==> src/pkg/lin_regs.vh <==
// Register map, field positions and timing counts of the LIN slave block
`ifndef LIN_SLAVE_REGS_VH
`define LIN_SLAVE_REGS_VH

`define ADDR_STATUS       8'h40
`define ADDR_BAUD         8'h42
`define ADDR_CR3          8'h45
`define ADDR_ERPR         8'h46
`define ADDR_ETPR         8'h47

`define CR3_LIN_ENABLE    6
`define CR3_SLAVE_SELECT  5
`define CR3_AUTO_SYNCH    4
`define CR3_DETECT_METHOD 3
`define CR3_HDR_IRQ_EN    2
`define CR3_HDR_FLAG      1
`define CR3_SYNCH_STATE   0
`define STATUS_HDR_ERR    3

`define RESET_BYTE        8'h00
`define FRAC_W            4
`define FRAC_MSB          3
`define MANT_OFF          8'h00
`define LHL_AFTER_BREAK   8'hff
`define LHL_TIMEOUT       8'h00
`define LHL_MAX_QUARTERS  9'd228
`define QUARTER_ROUND     11'd2
`define TICKS_PER_BIT     16
`define BREAK_TICKS       11'd176
`define CHAR_TICKS        11'd160
`define HEADER_MAX_TICKS  11'd912
`define SYNCH_FALL_EDGES  3'd5
`define ACC_STEP          13'h0010

`endif

==> src/core/lin_frac_divider.v <==
// Fractional baud divider producing the sixteen-times oversampling tick
`timescale 1ns/1ns
`include "lin_regs.vh"
module lin_frac_divider (
  input  wire       i_clk,
  input  wire       i_rst_n,
  input  wire [7:0] i_mantissa,
  input  wire [3:0] i_fraction,
  output reg        o_tick,
  output wire       o_clk_on
);
  // Divider in sixteenths of a clock: one tick per baud_divider clocks
  wire [12:0] target = {1'b0, i_mantissa, i_fraction};
  wire [12:0] sum;
  reg  [12:0] acc;

  assign o_clk_on = (i_mantissa != `MANT_OFF);
  assign sum      = acc + `ACC_STEP;

  always @(posedge i_clk or negedge i_rst_n) begin
    if (!i_rst_n) begin
      acc    <= 13'h0000;
      o_tick <= 1'b0;
    end else if (!o_clk_on) begin
      acc    <= 13'h0000;
      o_tick <= 1'b0;
    end else if (sum >= target) begin
      acc    <= sum - target;
      o_tick <= 1'b1;
    end else begin
      acc    <= sum;
      o_tick <= 1'b0;
    end
  end
endmodule // lin_frac_divider

==> src/core/lin_slave_header_divider.v <==
// LIN slave header detection, synch state, fractional divider, header length
//
// The implementer's own choices: the placing of the registers and the strobed register port.
`timescale 1ns/1ns
`include "lin_regs.vh"
module lin_slave_header_divider (
  input  wire       i_clk,
  input  wire       i_rst_n,
  input  wire [7:0] i_addr,
  input  wire [7:0] i_wdata,
  input  wire       i_wr,
  input  wire       i_rd,
  output reg  [7:0] o_rdata,
  input  wire       i_receive_line,
  output wire       o_irq,
  output wire       o_tx_clk_on,
  output wire       o_rx_clk_on,
  output wire       o_baud_tick,
  output wire       o_synch_field_state,
  output wire       o_header_detected_flag,
  output wire       o_slave_mode
);
  localparam ST_IDLE    = 3'd0;
  localparam ST_BREAK   = 3'd1;
  localparam ST_SYNCH   = 3'd2;
  localparam ST_ID_WAIT = 3'd3;
  localparam ST_ID      = 3'd4;

  // Control register 3 fields, status error bit and clear arming
  reg        lin_enable;
  reg        slave_select_bit;
  reg        auto_synch_enable;
  reg        header_detect_method;
  reg        header_irq_enable;
  reg        header_detected_flag;
  reg        synch_field_state;
  reg        header_error;
  reg        status_touched;
  // Divider, legacy and header length storage
  reg  [7:0] divider_mantissa_reg;
  reg  [3:0] divider_fraction_reg;
  reg  [3:0] fraction_pending;
  reg  [7:0] legacy_baud;
  reg  [7:0] legacy_erpr;
  reg  [7:0] legacy_etpr;
  reg  [7:0] header_length_reg;
  // Receiver state
  reg  [2:0] state;
  reg        line_q;
  reg [10:0] hdr_ticks;
  reg [10:0] char_ticks;
  reg        char_run;
  reg  [2:0] fall_cnt;

  wire       slave_mode;
  wire       tick;
  wire       div_on;
  wire       rx_fall;
  wire       sel_status;
  wire       sel_baud;
  wire       sel_cr3;
  wire       sel_erpr;
  wire       sel_etpr;
  wire       cr3_read;
  wire       lsf_sw_clear;
  wire       break_seen;
  wire       timeout;
  wire       char_done;
  wire [10:0] ticks_rounded;
  wire [8:0] quarters;
  wire [8:0] code_full;
  wire [7:0] header_length_code;
  wire       header_done;
  wire       synch_done;

  function sel;
    input [7:0] addr;
    input [7:0] target;
    begin
      sel = (addr == target);
    end
  endfunction

  assign slave_mode = lin_enable & slave_select_bit;
  assign sel_status = sel(i_addr, `ADDR_STATUS);
  assign sel_baud   = sel(i_addr, `ADDR_BAUD);
  assign sel_cr3    = sel(i_addr, `ADDR_CR3);
  assign sel_erpr   = sel(i_addr, `ADDR_ERPR);
  assign sel_etpr   = sel(i_addr, `ADDR_ETPR);
  assign cr3_read   = i_rd & sel_cr3;

  lin_frac_divider u_div (
    .i_clk      (i_clk),
    .i_rst_n    (i_rst_n),
    .i_mantissa (slave_mode ? divider_mantissa_reg : `MANT_OFF),
    .i_fraction (divider_fraction_reg),
    .o_tick     (tick),
    .o_clk_on   (div_on)
  );

  assign o_tx_clk_on = div_on;
  assign o_rx_clk_on = div_on;
  assign o_baud_tick = tick;

  assign rx_fall    = line_q & ~i_receive_line;
  assign break_seen = tick & ~i_receive_line &
                      (hdr_ticks == `BREAK_TICKS - 11'd1);
  assign timeout    = (state != ST_IDLE) && (state != ST_BREAK) &&
                      (hdr_ticks >= `HEADER_MAX_TICKS);
  assign char_done  = char_run & tick &
                      (char_ticks == `CHAR_TICKS - 11'd1);

  // Round ticks to nearest quarter bit; carry lands in bits 10:2 naturally
  assign ticks_rounded      = hdr_ticks + `QUARTER_ROUND;
  assign quarters           = ticks_rounded[10:2];
  assign code_full          = `LHL_MAX_QUARTERS - quarters;
  assign header_length_code = code_full[7:0];

  assign header_done =
    slave_mode & ((state == ST_BREAK & ~header_detect_method &
                   i_receive_line) |
                  (state == ST_ID & header_detect_method & char_done));
  assign synch_done =
    slave_mode & (state == ST_SYNCH) & ~timeout &
    ((auto_synch_enable & rx_fall &
      (fall_cnt == `SYNCH_FALL_EDGES - 3'd1)) |
     (~auto_synch_enable & char_done));
  assign lsf_sw_clear = i_wr & sel_cr3 & synch_field_state &
                        ~i_wdata[`CR3_SYNCH_STATE];

  // Register writes of control, divider and legacy registers
  always @(posedge i_clk or negedge i_rst_n) begin
    if (!i_rst_n) begin
      lin_enable           <= 1'b0;
      slave_select_bit     <= 1'b0;
      auto_synch_enable    <= 1'b0;
      header_detect_method <= 1'b0;
      header_irq_enable    <= 1'b0;
      divider_mantissa_reg <= `RESET_BYTE;
      divider_fraction_reg <= 4'h0;
      fraction_pending     <= 4'h0;
      legacy_baud          <= `RESET_BYTE;
      legacy_erpr          <= `RESET_BYTE;
      legacy_etpr          <= `RESET_BYTE;
    end else if (i_wr) begin
      if (sel_cr3) begin
        lin_enable           <= i_wdata[`CR3_LIN_ENABLE];
        slave_select_bit     <= i_wdata[`CR3_SLAVE_SELECT];
        auto_synch_enable    <= i_wdata[`CR3_AUTO_SYNCH];
        header_detect_method <= i_wdata[`CR3_DETECT_METHOD];
        header_irq_enable    <= i_wdata[`CR3_HDR_IRQ_EN];
      end else if (sel_baud & slave_mode) begin
        divider_mantissa_reg <= i_wdata;
        divider_fraction_reg <= fraction_pending;
      end else if (sel_baud) begin
        legacy_baud <= i_wdata;
      end else if (sel_etpr & slave_mode) begin
        fraction_pending <= i_wdata[`FRAC_MSB:0];
      end else if (sel_etpr) begin
        legacy_etpr <= i_wdata;
      end else if (sel_erpr & ~slave_mode) begin
        legacy_erpr <= i_wdata;
      end
    end
  end

  // Status access arms the flag clear, a control-3 read completes it
  always @(posedge i_clk or negedge i_rst_n) begin
    if (!i_rst_n) begin
      status_touched       <= 1'b0;
      header_detected_flag <= 1'b0;
      header_error         <= 1'b0;
    end else begin
      if ((i_rd | i_wr) & sel_status)
        status_touched <= 1'b1;
      else if (cr3_read)
        status_touched <= 1'b0;
      if (header_done)
        header_detected_flag <= 1'b1;
      else if (cr3_read & status_touched)
        header_detected_flag <= 1'b0;
      if (slave_mode & timeout)
        header_error <= 1'b1;
      else if (cr3_read & status_touched)
        header_error <= 1'b0;
    end
  end

  // Header receiver
  always @(posedge i_clk or negedge i_rst_n) begin
    if (!i_rst_n) begin
      state             <= ST_IDLE;
      line_q            <= 1'b1;
      hdr_ticks         <= 11'd0;
      char_ticks        <= 11'd0;
      char_run          <= 1'b0;
      fall_cnt          <= 3'd0;
      synch_field_state <= 1'b0;
      header_length_reg <= `RESET_BYTE;
    end else begin
      line_q <= i_receive_line;
      if (!slave_mode) begin
        state    <= ST_IDLE;
        char_run <= 1'b0;
      end else begin
        if (tick && hdr_ticks != `HEADER_MAX_TICKS)
          hdr_ticks <= hdr_ticks + 11'd1;
        if (char_run & tick)
          char_ticks <= char_ticks + 11'd1;
        if (timeout) begin
          header_length_reg <= `LHL_TIMEOUT;
          synch_field_state <= 1'b0;
          char_run          <= 1'b0;
          state             <= ST_IDLE;
        end else if (lsf_sw_clear && !break_seen) begin
          synch_field_state <= 1'b0;
          char_run          <= 1'b0;
          state             <= ST_IDLE;
        end else begin
          case (state)
            ST_IDLE: begin
              if (rx_fall)
                hdr_ticks <= 11'd0;
              if (break_seen) begin
                synch_field_state <= 1'b1;
                header_length_reg <= `LHL_AFTER_BREAK;
                state             <= ST_BREAK;
              end
            end
            ST_BREAK: begin
              if (i_receive_line) begin
                fall_cnt <= 3'd0;
                state    <= ST_SYNCH;
                if (header_done)
                  header_length_reg <= header_length_code;
              end
            end
            ST_SYNCH: begin
              if (auto_synch_enable & rx_fall)
                fall_cnt <= fall_cnt + 3'd1;
              if (~auto_synch_enable & ~char_run & rx_fall) begin
                char_run   <= 1'b1;
                char_ticks <= 11'd0;
              end
              if (synch_done) begin
                synch_field_state <= 1'b0;
                char_run          <= 1'b0;
                state             <= ST_ID_WAIT;
              end
            end
            ST_ID_WAIT: begin
              if (rx_fall) begin
                char_run   <= 1'b1;
                char_ticks <= 11'd0;
                state      <= ST_ID;
              end
            end
            ST_ID: begin
              if (char_done) begin
                char_run <= 1'b0;
                state    <= ST_IDLE;
                if (header_done)
                  header_length_reg <= header_length_code;
              end
            end
            default: state <= ST_IDLE;
          endcase
        end
      end
    end
  end

  // Read data stand for one cycle after the read strobe
  always @(posedge i_clk or negedge i_rst_n) begin
    if (!i_rst_n) begin
      o_rdata <= `RESET_BYTE;
    end else if (!i_rd) begin
      o_rdata <= `RESET_BYTE;
    end else if (sel_status) begin
      o_rdata <= {4'h0, header_error, 3'h0};
    end else if (sel_cr3) begin
      o_rdata <= {1'b0, lin_enable, slave_select_bit, auto_synch_enable,
                  header_detect_method, header_irq_enable,
                  header_detected_flag, synch_field_state};
    end else if (sel_baud) begin
      o_rdata <= slave_mode ? divider_mantissa_reg : legacy_baud;
    end else if (sel_etpr) begin
      o_rdata <= slave_mode ? {4'h0, divider_fraction_reg}
                            : legacy_etpr;
    end else if (sel_erpr) begin
      if (!slave_mode)
        o_rdata <= legacy_erpr;
      else if (auto_synch_enable | header_detect_method)
        o_rdata <= header_length_reg;
      else
        o_rdata <= `RESET_BYTE;
    end else begin
      o_rdata <= `RESET_BYTE;
    end
  end

  assign o_irq = slave_mode & header_irq_enable & header_detected_flag;
  assign o_synch_field_state    = synch_field_state;
  assign o_header_detected_flag = header_detected_flag;
  assign o_slave_mode           = slave_mode;
endmodule // lin_slave_header_divider

==> config.mk <==
export PLATFORM = sky130hd
export DESIGN_NAME = lin_slave_header_divider
export DESIGN_NICKNAME = d
export VERILOG_FILES = /design/src/core/lin_frac_divider.v /design/src/core/lin_slave_header_divider.v
export VERILOG_INCLUDE_DIRS = /design/src /design/src/pkg
export SDC_FILE = /design/constraint.sdc
export NUM_CORES = 1
export LEC_CHECK = 0
export ABC_AREA = 1
export BUFFER_PORTS_ARGS = -buffer_cell sky130_fd_sc_hd__buf_2
export CORE_UTILIZATION = 59
export CTS_CLUSTER_DIAMETER = 60
export CTS_CLUSTER_SIZE = 20
export DETAILED_ROUTE_END_ITERATION = 6
export PLACE_DENSITY = 0.73
export SLEW_MARGIN = 20
export SYNTH_ARGS = -nofsm -noshare
export SYNTH_HDL_FRONTEND = slang
export SYNTH_SLANG_ARGS = --single-unit
==> constraint.sdc <==
create_clock -name i_clk -period 4.1 [get_ports i_clk]
set_input_delay 0.41 -clock i_clk [delete_from_list [all_inputs] [get_ports i_clk]]
set_output_delay 0.41 -clock i_clk [all_outputs]
set_load 0.02 [all_outputs]
=== Word-level counts from Yosys, hierarchy flattened ===
Cells that the tools add are included.

* Register bits after elaboration: 109
* Bits in latches: 0
* Memory bits (writable): 0
* Bits in read-only memories: 0
* Output and inout port bits: 15
* Logic and storage cells: 199
* Memories kept: 0

* Add/subtract/negate cells: 7
* $mul: 0
* Divide/modulo/power cells: 0
* $lt $le $gt $ge: 2
* Equal/unequal tests: 29
* Shift operators: 0
* Mux-type cells: 63
* Bitwise gates (word level): 48
* Reduce and logical (&&, ||, !) cells: 25

{| class="wikitable"
|+ Operator list
! operator !! count
|-
| 8-bit 2-to-1 mux || 17
|-
| 11-bit 2-to-1 mux || 10
|-
| 8-bit by 7-bit equality test with 1-bit output, second input constant || 5
|-
| 1-bit AND || 31
|-
| 3-bit 2-to-1 mux || 10
|-
| 13-bit 2-to-1 mux || 2
|-
| 8-bit case mux with 3 select lines || 1
|-
| 11-bit by 1-bit adder with 11-bit output, second input constant || 2
|-
| 11-bit by 8-bit equality test with 1-bit output, second input constant || 2
|-
| 11-bit case mux with 2 select lines || 1
|-
| 1-bit 2-to-1 mux || 18
|-
| 6-bit AND reduction || 3
|-
| 5-bit by 4-bit != test with 1-bit output, second input constant || 3
|-
| 3-bit case mux with 5 select lines || 1
|-
| 13-bit by 5-bit adder with 13-bit output, second input constant || 1
|-
| 13-bit by 12-bit >= comparator with 1-bit output || 1
|-
| 1-bit inverter || 13
|-
| 13-bit by 12-bit subtractor with 13-bit output || 1
|-
| 4-bit AND reduction || 3
|-
| 11-bit by 10-bit >= comparator with 1-bit output, second input constant || 1
|-
| 11-bit by 10-bit != test with 1-bit output, second input constant || 1
|-
| 10-bit by 2-bit adder with 10-bit output, second input constant || 1
|-
| 5-bit != test, second input constant || 2
|-
| 5-bit AND reduction || 2
|-
| 27 further kinds || 42
|}

=== Longest topological paths before layout ===
Gate-level depths: netlist of the first run.

* Depth after elaboration: 11
* Mapped depth: 17

=== Hierarchy ===
Synthesis of the first run repeated with hierarchy kept, for this count alone.

* Cells, all modules: 979
* Area, all modules: 7023.0 µm²

{| class="wikitable"
|+ Modules (own cells, without submodules)
! module !! instances !! cells each !! area an instance (µm²)
|-
| lin_slave_header_divider || 1 || 733 || 5450.2
|-
| lin_frac_divider || 1 || 246 || 1572.8
|}

=== Least setup slack after synthesis of the first run ===
No wires, ideal clock.

* Path kind: register -> register
* From: reg u_div.acc[4]
* To: reg u_div.acc[0]
* Library setup time: 83 ps
* Arrival time: 2199 ps
* Data required time: 4017 ps
* Slack: 1819 ps
* Cell stages (with the launch flop): 16
* Clock period less this slack: 2281 ps
* Cell sequence: dfrtp_1 > ha_1 > nand2_1 > nor2_2 > nand3_1 > xor2_1 > inv_1 > ha_1 > a21oi_1 > a21boi_0 > nand3_1 > nand2_1 > nand2_2 > nor2_4 > nand2_1 > o21ai_0

* Longest elaborated chain between the ends: 4

{| class="wikitable"
|+ RTL lines
! what !! RTL line !! RTL
|-
| from (decl) || lin_frac_divider.v:15 || <nowiki>reg [12:0] acc;</nowiki>
|-
| from (signal assigned) || lin_frac_divider.v:28 || <nowiki>acc <= sum - target;</nowiki>
|-
| from (signal assigned) || lin_frac_divider.v:31 || <nowiki>acc <= sum;</nowiki>
|-
| 13-bit by 5-bit adder with 13-bit output (no source line) || - ||
|-
| 13-bit by 12-bit >= comparator with 1-bit output || lin_frac_divider.v:27 || <nowiki>end else if (sum >= target) begin</nowiki>
|-
| 13-bit 2-to-1 mux || lin_frac_divider.v:27 ||
|-
| 13-bit 2-to-1 mux || lin_frac_divider.v:24 || <nowiki>end else if (!o_clk_on) begin</nowiki>
|}

No other way between the ends.
A chain may end at the register's enable or synchronous reset.

=== Final worst setup path of the first run ===
* From: reg slave_select_bit
* To: reg u_div.acc[9]

* Longest elaborated chain between the ends: 5

{| class="wikitable"
|+ RTL lines
! what !! RTL line !! RTL
|-
| from (decl) || lin_slave_header_divider.v:31 || <nowiki>reg slave_select_bit;</nowiki>
|-
| from (signal assigned) || lin_slave_header_divider.v:148 || <nowiki>slave_select_bit <= i_wdata[`CR3_SLAVE_SELECT];</nowiki>
|-
| 1-bit AND (*) || lin_slave_header_divider.v:84 || <nowiki>assign slave_mode = lin_enable & slave_select_bit;</nowiki>
|-
| 8-bit 2-to-1 mux (no source line) (*) || - ||
|-
| 13-bit by 12-bit subtractor with 13-bit output or 13-bit by 12-bit >= comparator with 1-bit output (tied branches) || lin_frac_divider.v:28, lin_frac_divider.v:27 ||
|-
| 13-bit 2-to-1 mux || lin_frac_divider.v:27 ||
|-
| 13-bit 2-to-1 mux (*) || lin_frac_divider.v:24 ||
|}

Mark *: on every way between the ends. The rest lies on a longest branch, timed or not.

==> results of run 1 <==
-- metal layers --
layer	GRT usage, %	up-vias	part of all wire (%)
li1	-	2923	-
met1	43.0	2818	48
met2	47.5	185	45
met3	5.24	28	5.1
met4	8.01	2	1.6
met5	0	-	0.079
-- report_power, final --
| part | switching, mW | internal [mW] |
|---|---|---|
| Sequential | 0.0153 | 1.10 |
| Clock | 0.451 | 0.438 |
| Combinational | 0.0786 | 0.0333 |
| Total | 0.545 | 1.57 |
-- area by class of cell --
type / instances / share of cell area, %
Multi-Input combinational cell: 629 / 46.2
Clock inverter: 7 / 1.13
Timing Repair Buffer: 39 / 2.88
Tap cell: 140 / 2.40
Clock buffer: 9 / 3.09
Sequential cell: 109 / 37.4
Inverter: 132 / 6.80
-- Yosys cell counts, types with 7 or more instances --
library cell | n | area share (%)
nand2_1 | 209 | 12
inv_1 | 120 | 6.8
dfrtp_1 | 108 | 41
nor2_1 | 86 | 4.8
o21ai_0 | 74 | 5.6
nand3_1 | 44 | 3.3
a21oi_1 | 40 | 3.0
ha_1 | 20 | 3.8
xor2_1 | 17 | 2.2
o21ai_1 | 16 | 1.2
nand4_1 | 15 | 1.4
nor3_1 | 13 | 0.98
inv_2 | 12 | 0.68
mux2i_1 | 11 | 1.7
nand2_2 | 9 | 0.84
nand3_2 | 7 | 1.1
xnor2_1 | 7 | 0.92
-- logic make-up (layout without fill, tap and decap cells) --
kind of cell / count (synthesis) / count (layout) / synth area share [%]
and+or+nand+nor: 417 / 417 / 28.8
AOI/OAI and AO/OA: 154 / 154 / 12.4
buffers and inverters: 146 / 187 / 8.59
DFF: 109 / 109 / 40.9
xor gates and xnor gates: 25 / 25 / 3.39
adders and majority gates: 21 / 21 / 4.05
muxes: 12 / 12 / 1.82
-- metrics by stage --
stage          std cells  utilization (%)  setup slack, ns
2_1_floorplan        884                -             1.82
3_3_place_gp        1048             63.7             1.42
3_5_place_dp        1048             63.7             1.32
4_1_cts             1065             66.6             1.27
5_1_grt             1065             66.6            0.915
6_report            1065             66.6             1.24
-- worst max-delay path by stage --
stage,start,to,slack (ns)
after floorplan,u_div.acc[4],u_div.acc[0],1.82
after global placement,slave_select_bit,u_div.acc[10],1.42
after detailed placement,slave_select_bit,u_div.acc[2],1.32
after CTS,slave_select_bit,u_div.acc[2],1.27
after global routing,slave_select_bit,u_div.acc[10],0.92
final,slave_select_bit,u_div.acc[9],1.24
-- worst max-delay path, delay by kind of cell, from the launching register on --
family,cells,cell delay [ns]
simple gates,7,1.22
compound gates,3,0.43
flops,1,0.39
buf+inv,1,0.37
fa+ha+maj,1,0.37
-- what timing repair did --
item,4_1_cts,5_1_grt
hold buffers,1,0
endpoints found under the hold margin,28,0
setup endpoints to repair,0,0
==> metrics.txt, run 1 <==
dpl hpwl=12.5 mm; biggest regs=u_div.acc: 13 flops, char_ticks: 11 flops, hdr_ticks: 11 flops; Leakage=3.80 nW; CTS sink count=109; Worst Hold Class=in2reg; pwr dens=290 nW/um2; port bufs=35; core area=10900 um2; TritonCTS buffer count=9; number of synthesized flops with an enable pin=0; cell mode on critical path=nand2_1; drt drc=0; leading cell type in the layout, fill and taps excluded=nand2_1; CP endpoint kind=flop; hold_sp=i_receive_line; Synth Instances=884; Crit path required time=4.38 ns; wire per inst=15.4 um; Fmax=349 MHz; yosys warns=0; synthesis-to-layout area growth=9.23%; footprint of the multi-input gates=3370 um2; GRT overflow=0; Max Cap Viol=0; Pins Over Slew Limit=0; arrival time worst endpoint=3.14 ns; Final setup viols=0; Rows=38; Net Count, Synth=926; Crit path largest cell delay=0.39 ns; Final min period=2.86 ns; crit share post-route=69.8%; max reg flops=13; Final Cell Area=7290 um2; vias in the first global route=5584; setup TNS=0 ns; post-synthesis sequential area ratio=40.9%; slew margin rel.=36.0%; CTS Buffer Depth=2; Worst Hold Path EP=line_q; initial drt markers=427; syn_area_per_cell=7.55 um2; vias per cell=5.59; first-pass GRT wire length=26.9 mm; Worst Hold Slack=0.172 ns; All-Layer GR Usage=30.1%; post-synth cell types=48; Root Buffer=clkbuf_16; Die Wd=108 um; Filler cells=937; RSZ-0062 raised after global routing=false; Yosys reg bits=109; worst hold path stage count=1; Biggest register=u_div.acc; initial antenna violation count=1; Sequential Area=2730 um2; highest-delay cell along the critical path=dfrtp_1; post-synthesis cell area=6670 um2; Critical Path Source Type=flop; Layout Skew=0.0110 ns; Final GP Congestion=0.944; crit path cell chain=nand2_2 > inv_2 > nand2_1 > ha_1 > a21oi_1 > a21boi_0 > nand3_1 > nand2_1 > nand2_2 > nor2_4 > nand2_1 > o21ai_0; Worst Tran Pin Value=0.955 ns; nets=962; post-CTS setup buffers=0; TritonRoute pass-1 iters=5; post-route ant nets=0; worst r2r dst=u_div.acc[9]; worst-skew pair later-pin latency=0.36 ns; commonest cells after routing, fill and taps aside=209 x nand2_1, 120 x inv_1, 108 x dfrtp_1, 86 x nor2_1, 74 x o21ai_0; largest net degree at the start of global routing=43; worst r2r src=slave_select_bit; Max FO, Critical Path=28; Async SR Flop Fraction=100%; peak supply drop=329 uV; num ports=36; status=completed; Fin. Hold Viols=0; full die area=11700 um2; antenna cells=0; reg2reg setup slack=1.24 ns; proportion of layout cells with a drive suffix above 1=12.1%; H-tree lvl count=3; clock transition at the registers of the reported paths=0.08 ns; Die Y=108 um; critical path type=reg2reg; CTS resizes=0; placed cell area=6970 um2; reg2reg path depth=12; prevailing post-synth register cell=dfrtp_1; Tot Pwr=2.11 mW; via count=5956; Initial Util=61.0%; CTS tree=yes; WL final=16.4 mm
Note: power is estimated with default switching activity, not from simulation.
==> run 2: changes to the inputs <==
--- a/config.mk
+++ b/config.mk
@@ -6,9 +6,9 @@
 export SDC_FILE = /design/constraint.sdc
 export NUM_CORES = 1
 export LEC_CHECK = 0
-export ABC_AREA = 1
+export ABC_AREA = 0
 export BUFFER_PORTS_ARGS = -buffer_cell sky130_fd_sc_hd__buf_2
-export CORE_UTILIZATION = 59
+export CORE_UTILIZATION = 56
 export CTS_CLUSTER_DIAMETER = 60
 export CTS_CLUSTER_SIZE = 20
 export DETAILED_ROUTE_END_ITERATION = 6
==> constraint.sdc (replaced) <==
create_clock -name i_clk -period 2.5 [get_ports i_clk]
set_input_delay 0.25 -clock i_clk [delete_from_list [all_inputs] [get_ports i_clk]]
set_output_delay 0.25 -clock i_clk [all_outputs]
set_load 0.02 [all_outputs]
==> metrics.txt, run 2 <==
Final Worst Setup Slack=-0.145 ns (-1.38 ns); prevailing post-synth register cell=dfrtp_1; Sw Share=25.6% (-0.24 points); worst hold path stage count=1 (unchanged); CTS tree=yes; wire per inst=18.3 um (+19%); max reg flops=13 (unchanged); largest family of logic cells by synthesized area=simple AND/OR/NAND/NOR gates; antenna cells=0 (unchanged); Critical Path Source Type=flop; Async SR Flop Fraction=100% (unchanged); Synth Instances=662 (-25%); biggest regs=u_div.acc: 13 flops, char_ticks: 11 flops, hdr_ticks: 11 flops; Die Y=109 um (+0.57%); Sequential Area=2730 um2 (unchanged); Rows=38 (unchanged); initial drt markers=332 (-22%); crit share post-route=106% (+36 points); Final min period=2.65 ns (-0.218 ns); number of synthesized flops with an enable pin=0 (unchanged); TritonRoute pass-1 iters=5 (unchanged); failing checks=negative setup slack; All-Layer GR Usage=30.1% (-0.041 points); Worst Hold Slack=0.0185 ns (-0.154 ns); syn_area_per_cell=9.68 um2 (+28%); mux contribution to synthesized area=10.8% (+9.0 points); Worst Tran Pin Value=0.594 ns (-0.361 ns); dpl hpwl=12.2 mm (-2.8%); Synth Area in Compound Gates=14.4% (+2.0 points); nets=795 (-17%); WL final=16.5 mm (+0.74%); Max FO, Critical Path=6 (-79%); leading cell type in the layout, fill and taps excluded=dfrtp_1; Worst Hold Path EP=line_q; vias in the first global route=5465 (-2.1%); most common cell in the netlist=dfrtp_1; post-synth top area cell=dfrtp_1; Leakage=3.61 nW (-4.9%); initial antenna violation count=0 (-1); Net Count, Synth=704 (-24%); slew margin rel.=60.3% (+24 points); proportion of layout cells with a drive suffix above 1=29.0% (+17 points); worst r2r src=u_div.acc[5]; Crit path required time=2.79 ns (-1.59 ns); Fmax=378 MHz (+8.3%); Post-synth top cells=108 x dfrtp_1, 64 x nand2_1, 57 x nor2_1; arrival time worst endpoint=2.93 ns (-0.21 ns); hold_sp=i_receive_line; post-layout util=70.6% (+3.9 points); Place WS=-0.210 ns (-1.53 ns); Pins Over Slew Limit=0 (unchanged); GRT overflow=0 (unchanged); P_sw=891 uW (+63%); clock transition at the registers of the reported paths=0.08 ns (about the same); H-tree lvl count=3 (unchanged); via count=5459 (-8.3%); CP endpoint kind=flop; status=finished with violations; post-route ant nets=0 (unchanged); worst-skew pair later-pin latency=0.37 ns (about the same); Biggest register=u_div.acc; pwr dens=449 nW/um2 (+55%); Die Wd=109 um (+0.57%); CTS Buffer Depth=2 (unchanged); num ports=36 (unchanged); critical path type=reg2reg; reg2reg path depth=12 (unchanged); Yosys reg bits=109 (unchanged); dominant cells by area after synthesis=dfrtp_1 42%, mux2_2 8.3%, ha_1 3.9%; vias per cell=6.08 (+8.7%); Final GP Congestion=0.936 (-0.84%); met2 WL=8.25 mm (+11%); fraction of the mapped netlist area in adder cells=4.22% (+0.17 points); Metal-1 WL=7.18 mm (-8.6%); clock power share=42.1% (about the same); post-synthesis simple-gate area fraction=18.5% (-10 points); Initial Util=58.3% (-2.7 points); Root Buffer=clkbuf_16; largest net degree at the start of global routing=86 (+100%); CTS sink count=109 (unchanged); routed length on met3=716 um (-14%); post-synth cell types=68 (+42%); port bufs=35 (unchanged); Comb power frac=5.9% (+0.6 points); Filler cells=808 (-14%); footprint of the multi-input gates=3640 um2 (+7.9%); first-pass GRT wire length=27.2 mm (+0.95%); top cell type's share of synthesized area=42.2% (+1.7 points); reg2reg setup slack=-0.15 ns (-1.38 ns); Synth Area in XOR/XNOR=5.74% (+2.3 points); post-synthesis sequential area ratio=42.6% (+1.7 points); RSZ-0062 raised after global routing=true; yosys warns=0 (unchanged); Layout Skew=0.0131 ns (+0.00206 ns); worst r2r dst=u_div.acc[9]; synthesis-to-layout area growth=21.0%; peak supply drop=609 uV (+85%); TritonCTS buffer count=9 (unchanged); DP Cell Count=876 (-16%); drt drc=0 (unchanged); Final Cell Area=7750 um2 (+6.4%); Worst Hold Class=in2reg; sequential power share=52.0% (-0.6 points); full die area=11900 um2 (+1.1%); Max Cap Viol=0 (unchanged); placed cell area=7220 um2 (+3.6%); Tot Pwr=3.48 mW (+65%); DR top layer=met4; commonest cells after routing, fill and taps aside=108 x dfrtp_1, 70 x buf_4, 60 x nand2_1, 55 x nor2_1, 47 x mux2_2; Fin. Hold Viols=0 (unchanged); setup TNS=-1.36 ns (-1.36 ns); internal power=2.59 mW (+65%); post-synthesis cell area=6410 um2 (-4.0%); final cell count without fillers=898 (-16%); Final setup viols=13 (+13); core area=11000 um2 (+0.43%)
==> run 2: cell types whose count changed after synthesis, moves of 11 or more <==
cell and delta:
nand2_1 -145, inv_1 -94, o21ai_0 -49, mux2_2 +46
nor2_1 -29, nand3_1 -21, o21ai_1 -15, xnor2_1 +14
inv_2 -12, clkbuf_1 +11
==> run 2: worst max path at each step <==
stage,to,from
3_5_place_dp,u_div.acc[0],u_div.acc[5]
3_3_place_gp,u_div.acc[0],u_div.acc[5]
5_1_grt,u_div.acc[5],u_div.acc[5]
2_1_floorplan,u_div.acc[7],u_div.acc[4]
6_report,u_div.acc[9],u_div.acc[5]
4_1_cts,u_div.acc[5],u_div.acc[4]
==> run 2: power groups by stage <==
stage | Sequential (mW) | Clock [mW] | Combinational (mW)
detailed placement | 1.84 | 0 | 0.200
finish | 1.81 | 1.47 | 0.207
CTS | 1.81 | 1.50 | 0.204
floorplan | 1.84 | 0 | 0.0940
global route | 1.81 | 1.56 | 0.230
global placement | 1.84 | 0 | 0.193
==> run 2: worst max-delay path, stage by stage (launching register included) <==
cell and delay (ns):
dfrtp_1 0.38, ha_2 0.22, nand2_2 0.09, nor2_4 0.14
xor2_2 0.22, ha_4 0.24, nand4_1 0.09, nor3_1 0.06
or3_1 0.33, or3_4 0.40, buf_6 0.15, nand2b_4 0.14
a21oi_2 0.13
==> run 2: per-layer routing <==
layer  GRT usage (%)  vias to the layer above
li1                -                     2569
met1            39.1                     2719
met2            49.6                      147
met3            5.56                       24
met4            11.8                        0
met5               0                        -
==> run 2: final cells by class <==
cell class,count,share of cell area [%]
clock buffers,9,2.91
clock inverters,7,1.18
inverters,26,1.31
multi-input cells,497,46.9
flip-flops and latches,109,35.2
well taps,140,2.26
repair buffers,110,10.2
==> run 2: what timing repair did <==
action,4_1_cts,5_1_grt
pin swaps,6,13
gates resized for setup,22,12
endpoints found under the setup margin,16,19
cloned,0,0
endpoints found under the hold margin,23,0
hold buffers,1,0
buffers inserted,5,1
==> run 2: kinds of logic (layout without fill, tap and decap cells) <==
| logic type | after synthesis | count (layout) |
|---|---|---|
| XOR/XNOR | 42 | 42 |
| AND/OR/NAND/NOR | 231 | 231 |
| AO/OA/AOI/OAI | 141 | 141 |
| buffers and inverters | 56 | 152 |
| flip-flops | 109 | 109 |
| multiplexers | 62 | 62 |
| adder cells (fa/ha/maj) | 21 | 21 |
==> run 3: changes to the inputs <==
--- a/config.mk
+++ b/config.mk
@@ -6,8 +6,9 @@
 export SDC_FILE = /design/constraint.sdc
 export NUM_CORES = 1
 export LEC_CHECK = 0
-export ABC_AREA = 0
+export ABC_AREA = 1
 export BUFFER_PORTS_ARGS = -buffer_cell sky130_fd_sc_hd__buf_2
+export CORE_ASPECT_RATIO = 0.7
 export CORE_UTILIZATION = 56
 export CTS_CLUSTER_DIAMETER = 60
 export CTS_CLUSTER_SIZE = 20
==> metrics.txt, run 3 (synthesis results as in run 1) <==
Worst Tran Pin Value=0.410 ns (-0.183 ns); clock transition at the registers of the reported paths=0.07 ns (about the same); TritonRoute pass-1 iters=5 (unchanged); sequential power share=51.3% (-0.7 points); dpl hpwl=13.2 mm (+8.5%); arrival time worst endpoint=2.76 ns (-0.17 ns); worst r2r dst=u_div.acc[5]; CTS tree=yes; setup TNS=0 ns (+1.36 ns); Metal-1 WL=8.46 mm (+18%); via count=6155 (+13%); port bufs=35 (unchanged); Fmax=401 MHz (+6.1%); largest net degree at the start of global routing=57 (-34%); Final GP Congestion=0.948 (+1.3%); Root Buffer=clkbuf_16; Max FO, Critical Path=8 (+2); reg2reg path depth=15 (+3); slew margin rel.=72.6% (+12 points); Final setup viols=0 (-13); Pins Over Slew Limit=0 (unchanged); Crit path required time=2.77 ns (-0.02 ns); GRT overflow=0 (unchanged); met2 WL=7.68 mm (-6.9%); critical path type=reg2reg; worst hold path stage count=1 (unchanged); max reg flops=13 (unchanged); Worst Hold Class=in2reg; CTS sink count=109 (unchanged); Final Cell Area=7580 um2 (-2.1%); clock power share=43.4% (+1.3 points); Worst Hold Path EP=line_q; TritonCTS buffer count=9 (unchanged); RSZ-0062 raised after global routing=true; Fin. Hold Viols=0 (unchanged); internal power=2.69 mW (+3.8%); post-route ant nets=0 (unchanged); core area=11300 um2 (+2.8%); Initial Util=59.1% (+0.76 points); Die Wd=132 um (+22%); Leakage=3.88 nW (+7.4%); initial antenna violation count=0 (unchanged); Layout Skew=0.0100 ns (-0.00307 ns); Die Y=93.3 um (-14%); Max Cap Viol=0 (unchanged); vias in the first global route=5904 (+8.0%); WL final=17.5 mm (+6.2%); DR top layer=met4; crit share post-route=99.7% (-6.1 points); full die area=12400 um2 (+4.1%); CTS Buffer Depth=2 (unchanged); CP endpoint kind=flop; wire per inst=16.0 um (-13%); H-tree lvl count=3 (unchanged); routed length on met3=1.21 mm (+69%); hold_sp=i_receive_line; proportion of layout cells with a drive suffix above 1=16.1% (-13 points); antenna cells=0 (unchanged); post-layout util=67.2% (-3.4 points); initial drt markers=549 (+65%); first-pass GRT wire length=29.3 mm (+7.9%); biggest regs=u_div.acc: 13 flops, char_ticks: 11 flops, hdr_ticks: 11 flops; leading cell type in the layout, fill and taps excluded=nand2_1; peak supply drop=430 uV (-30%); P_sw=858 uW (-3.7%); All-Layer GR Usage=30.3% (+0.25 points); Final min period=2.49 ns (-0.152 ns); drt drc=0 (unchanged); Biggest register=u_div.acc; worst r2r src=u_div.acc[4]; Rows=32 (-16%); Critical Path Source Type=flop; reg2reg setup slack=0.006 ns (+0.15 ns); pwr dens=468 nW/um2 (+4.1%); status=completed; nets=975 (+23%); Sw Share=24.2% (-1.4 points); worst-skew pair later-pin latency=0.35 ns (-0.02 ns); Comb power frac=5.2% (-0.7 points); num ports=36 (unchanged); vias per cell=5.64 (-7.2%); synthesis-to-layout area growth=13.7%; commonest cells after routing, fill and taps aside=204 x nand2_1, 119 x inv_1, 107 x dfrtp_1, 83 x nor2_1, 66 x o21ai_0; placed cell area=7070 um2 (-2.1%)
[run 3: area by class of cell]
| cell class | count | area, um2 |
|---|---|---|
| flip-flops and latches | 109 | 2730 |
| fillers | 975 | 3710 |
| multi-input cells | 631 | 3530 |
| inverters | 132 | 498 |
| repair buffers | 50 | 305 |
| clock buffers | 10 | 239 |
| clock inverters | 6 | 86.3 |
| well taps | 153 | 191 |
[run 3: per-layer routing]
metal | up-vias | track usage (%)
met5 | - | 0
met4 | 0 | 6.42
met3 | 13 | 4.93
met2 | 231 | 46.6
met1 | 2953 | 45.1
li1 | 2958 | -
[run 3: what timing repair did]
item	in CTS	in global routing
endpoints found under the setup margin	11	16
cloned	1	1
hold buffers	1	0
setup buffers	0	1
resized for setup	8	35
hold endpoints to repair	21	0
pin swaps	1	16
[run 3: how the worst max path moves through the flow]
| stage | slack (ns) | endpoint | from |
|---|---|---|---|
| 6_report | 0.006 | u_div.acc[5] | u_div.acc[4] |
| 5_1_grt | -0.15 | u_div.acc[4] | u_div.acc[4] |
| 4_1_cts | 0.04 | u_div.acc[10] | u_div.acc[4] |
| 3_5_place_dp | -0.13 | u_div.acc[0] | u_div.acc[4] |
| 3_3_place_gp | 0.02 | u_div.acc[6] | u_div.acc[4] |
| 2_1_floorplan | 0.22 | u_div.acc[2] | u_div.acc[4] |
[run 3: through the flow]
stage	std cells	total power [mW]	hold slack (ns)	setup WS [ns]
2_1_floorplan	884	1.94	-0.0456	0.219
3_3_place_gp	1071	2.03	0.177	0.0186
3_5_place_dp	1071	2.04	0.181	-0.127
4_1_cts	1089	3.57	0.0234	0.0373
5_1_grt	1091	3.67	0.0227	-0.149
6_report	1091	3.55	0.0309	0.00631
[run 3: power by group through the flow]
stage	clock network (mW)	logic (mW)	registers [mW]
final	1.54	0.186	1.82
after global routing	1.63	0.215	1.83
after CTS	1.57	0.188	1.82
after detailed placement	0	0.186	1.85
after global placement	0	0.178	1.85
after floorplan	0	0.0906	1.85
[run 3: worst max-delay path, stage by stage, from the launching register on]
cell	delay (ns)
dfrtp_1	0.42
ha_4	0.17
nand2_2	0.07
nor2_4	0.15
nand3_2	0.08
xor2_1	0.16
inv_1	0.11
ha_4	0.27
a21oi_2	0.11
a21boi_2	0.20
nand3_2	0.12
nand2_2	0.11
nand2_4	0.11
nor2_4	0.16
nand2_1	0.08
o21ai_1	0.09
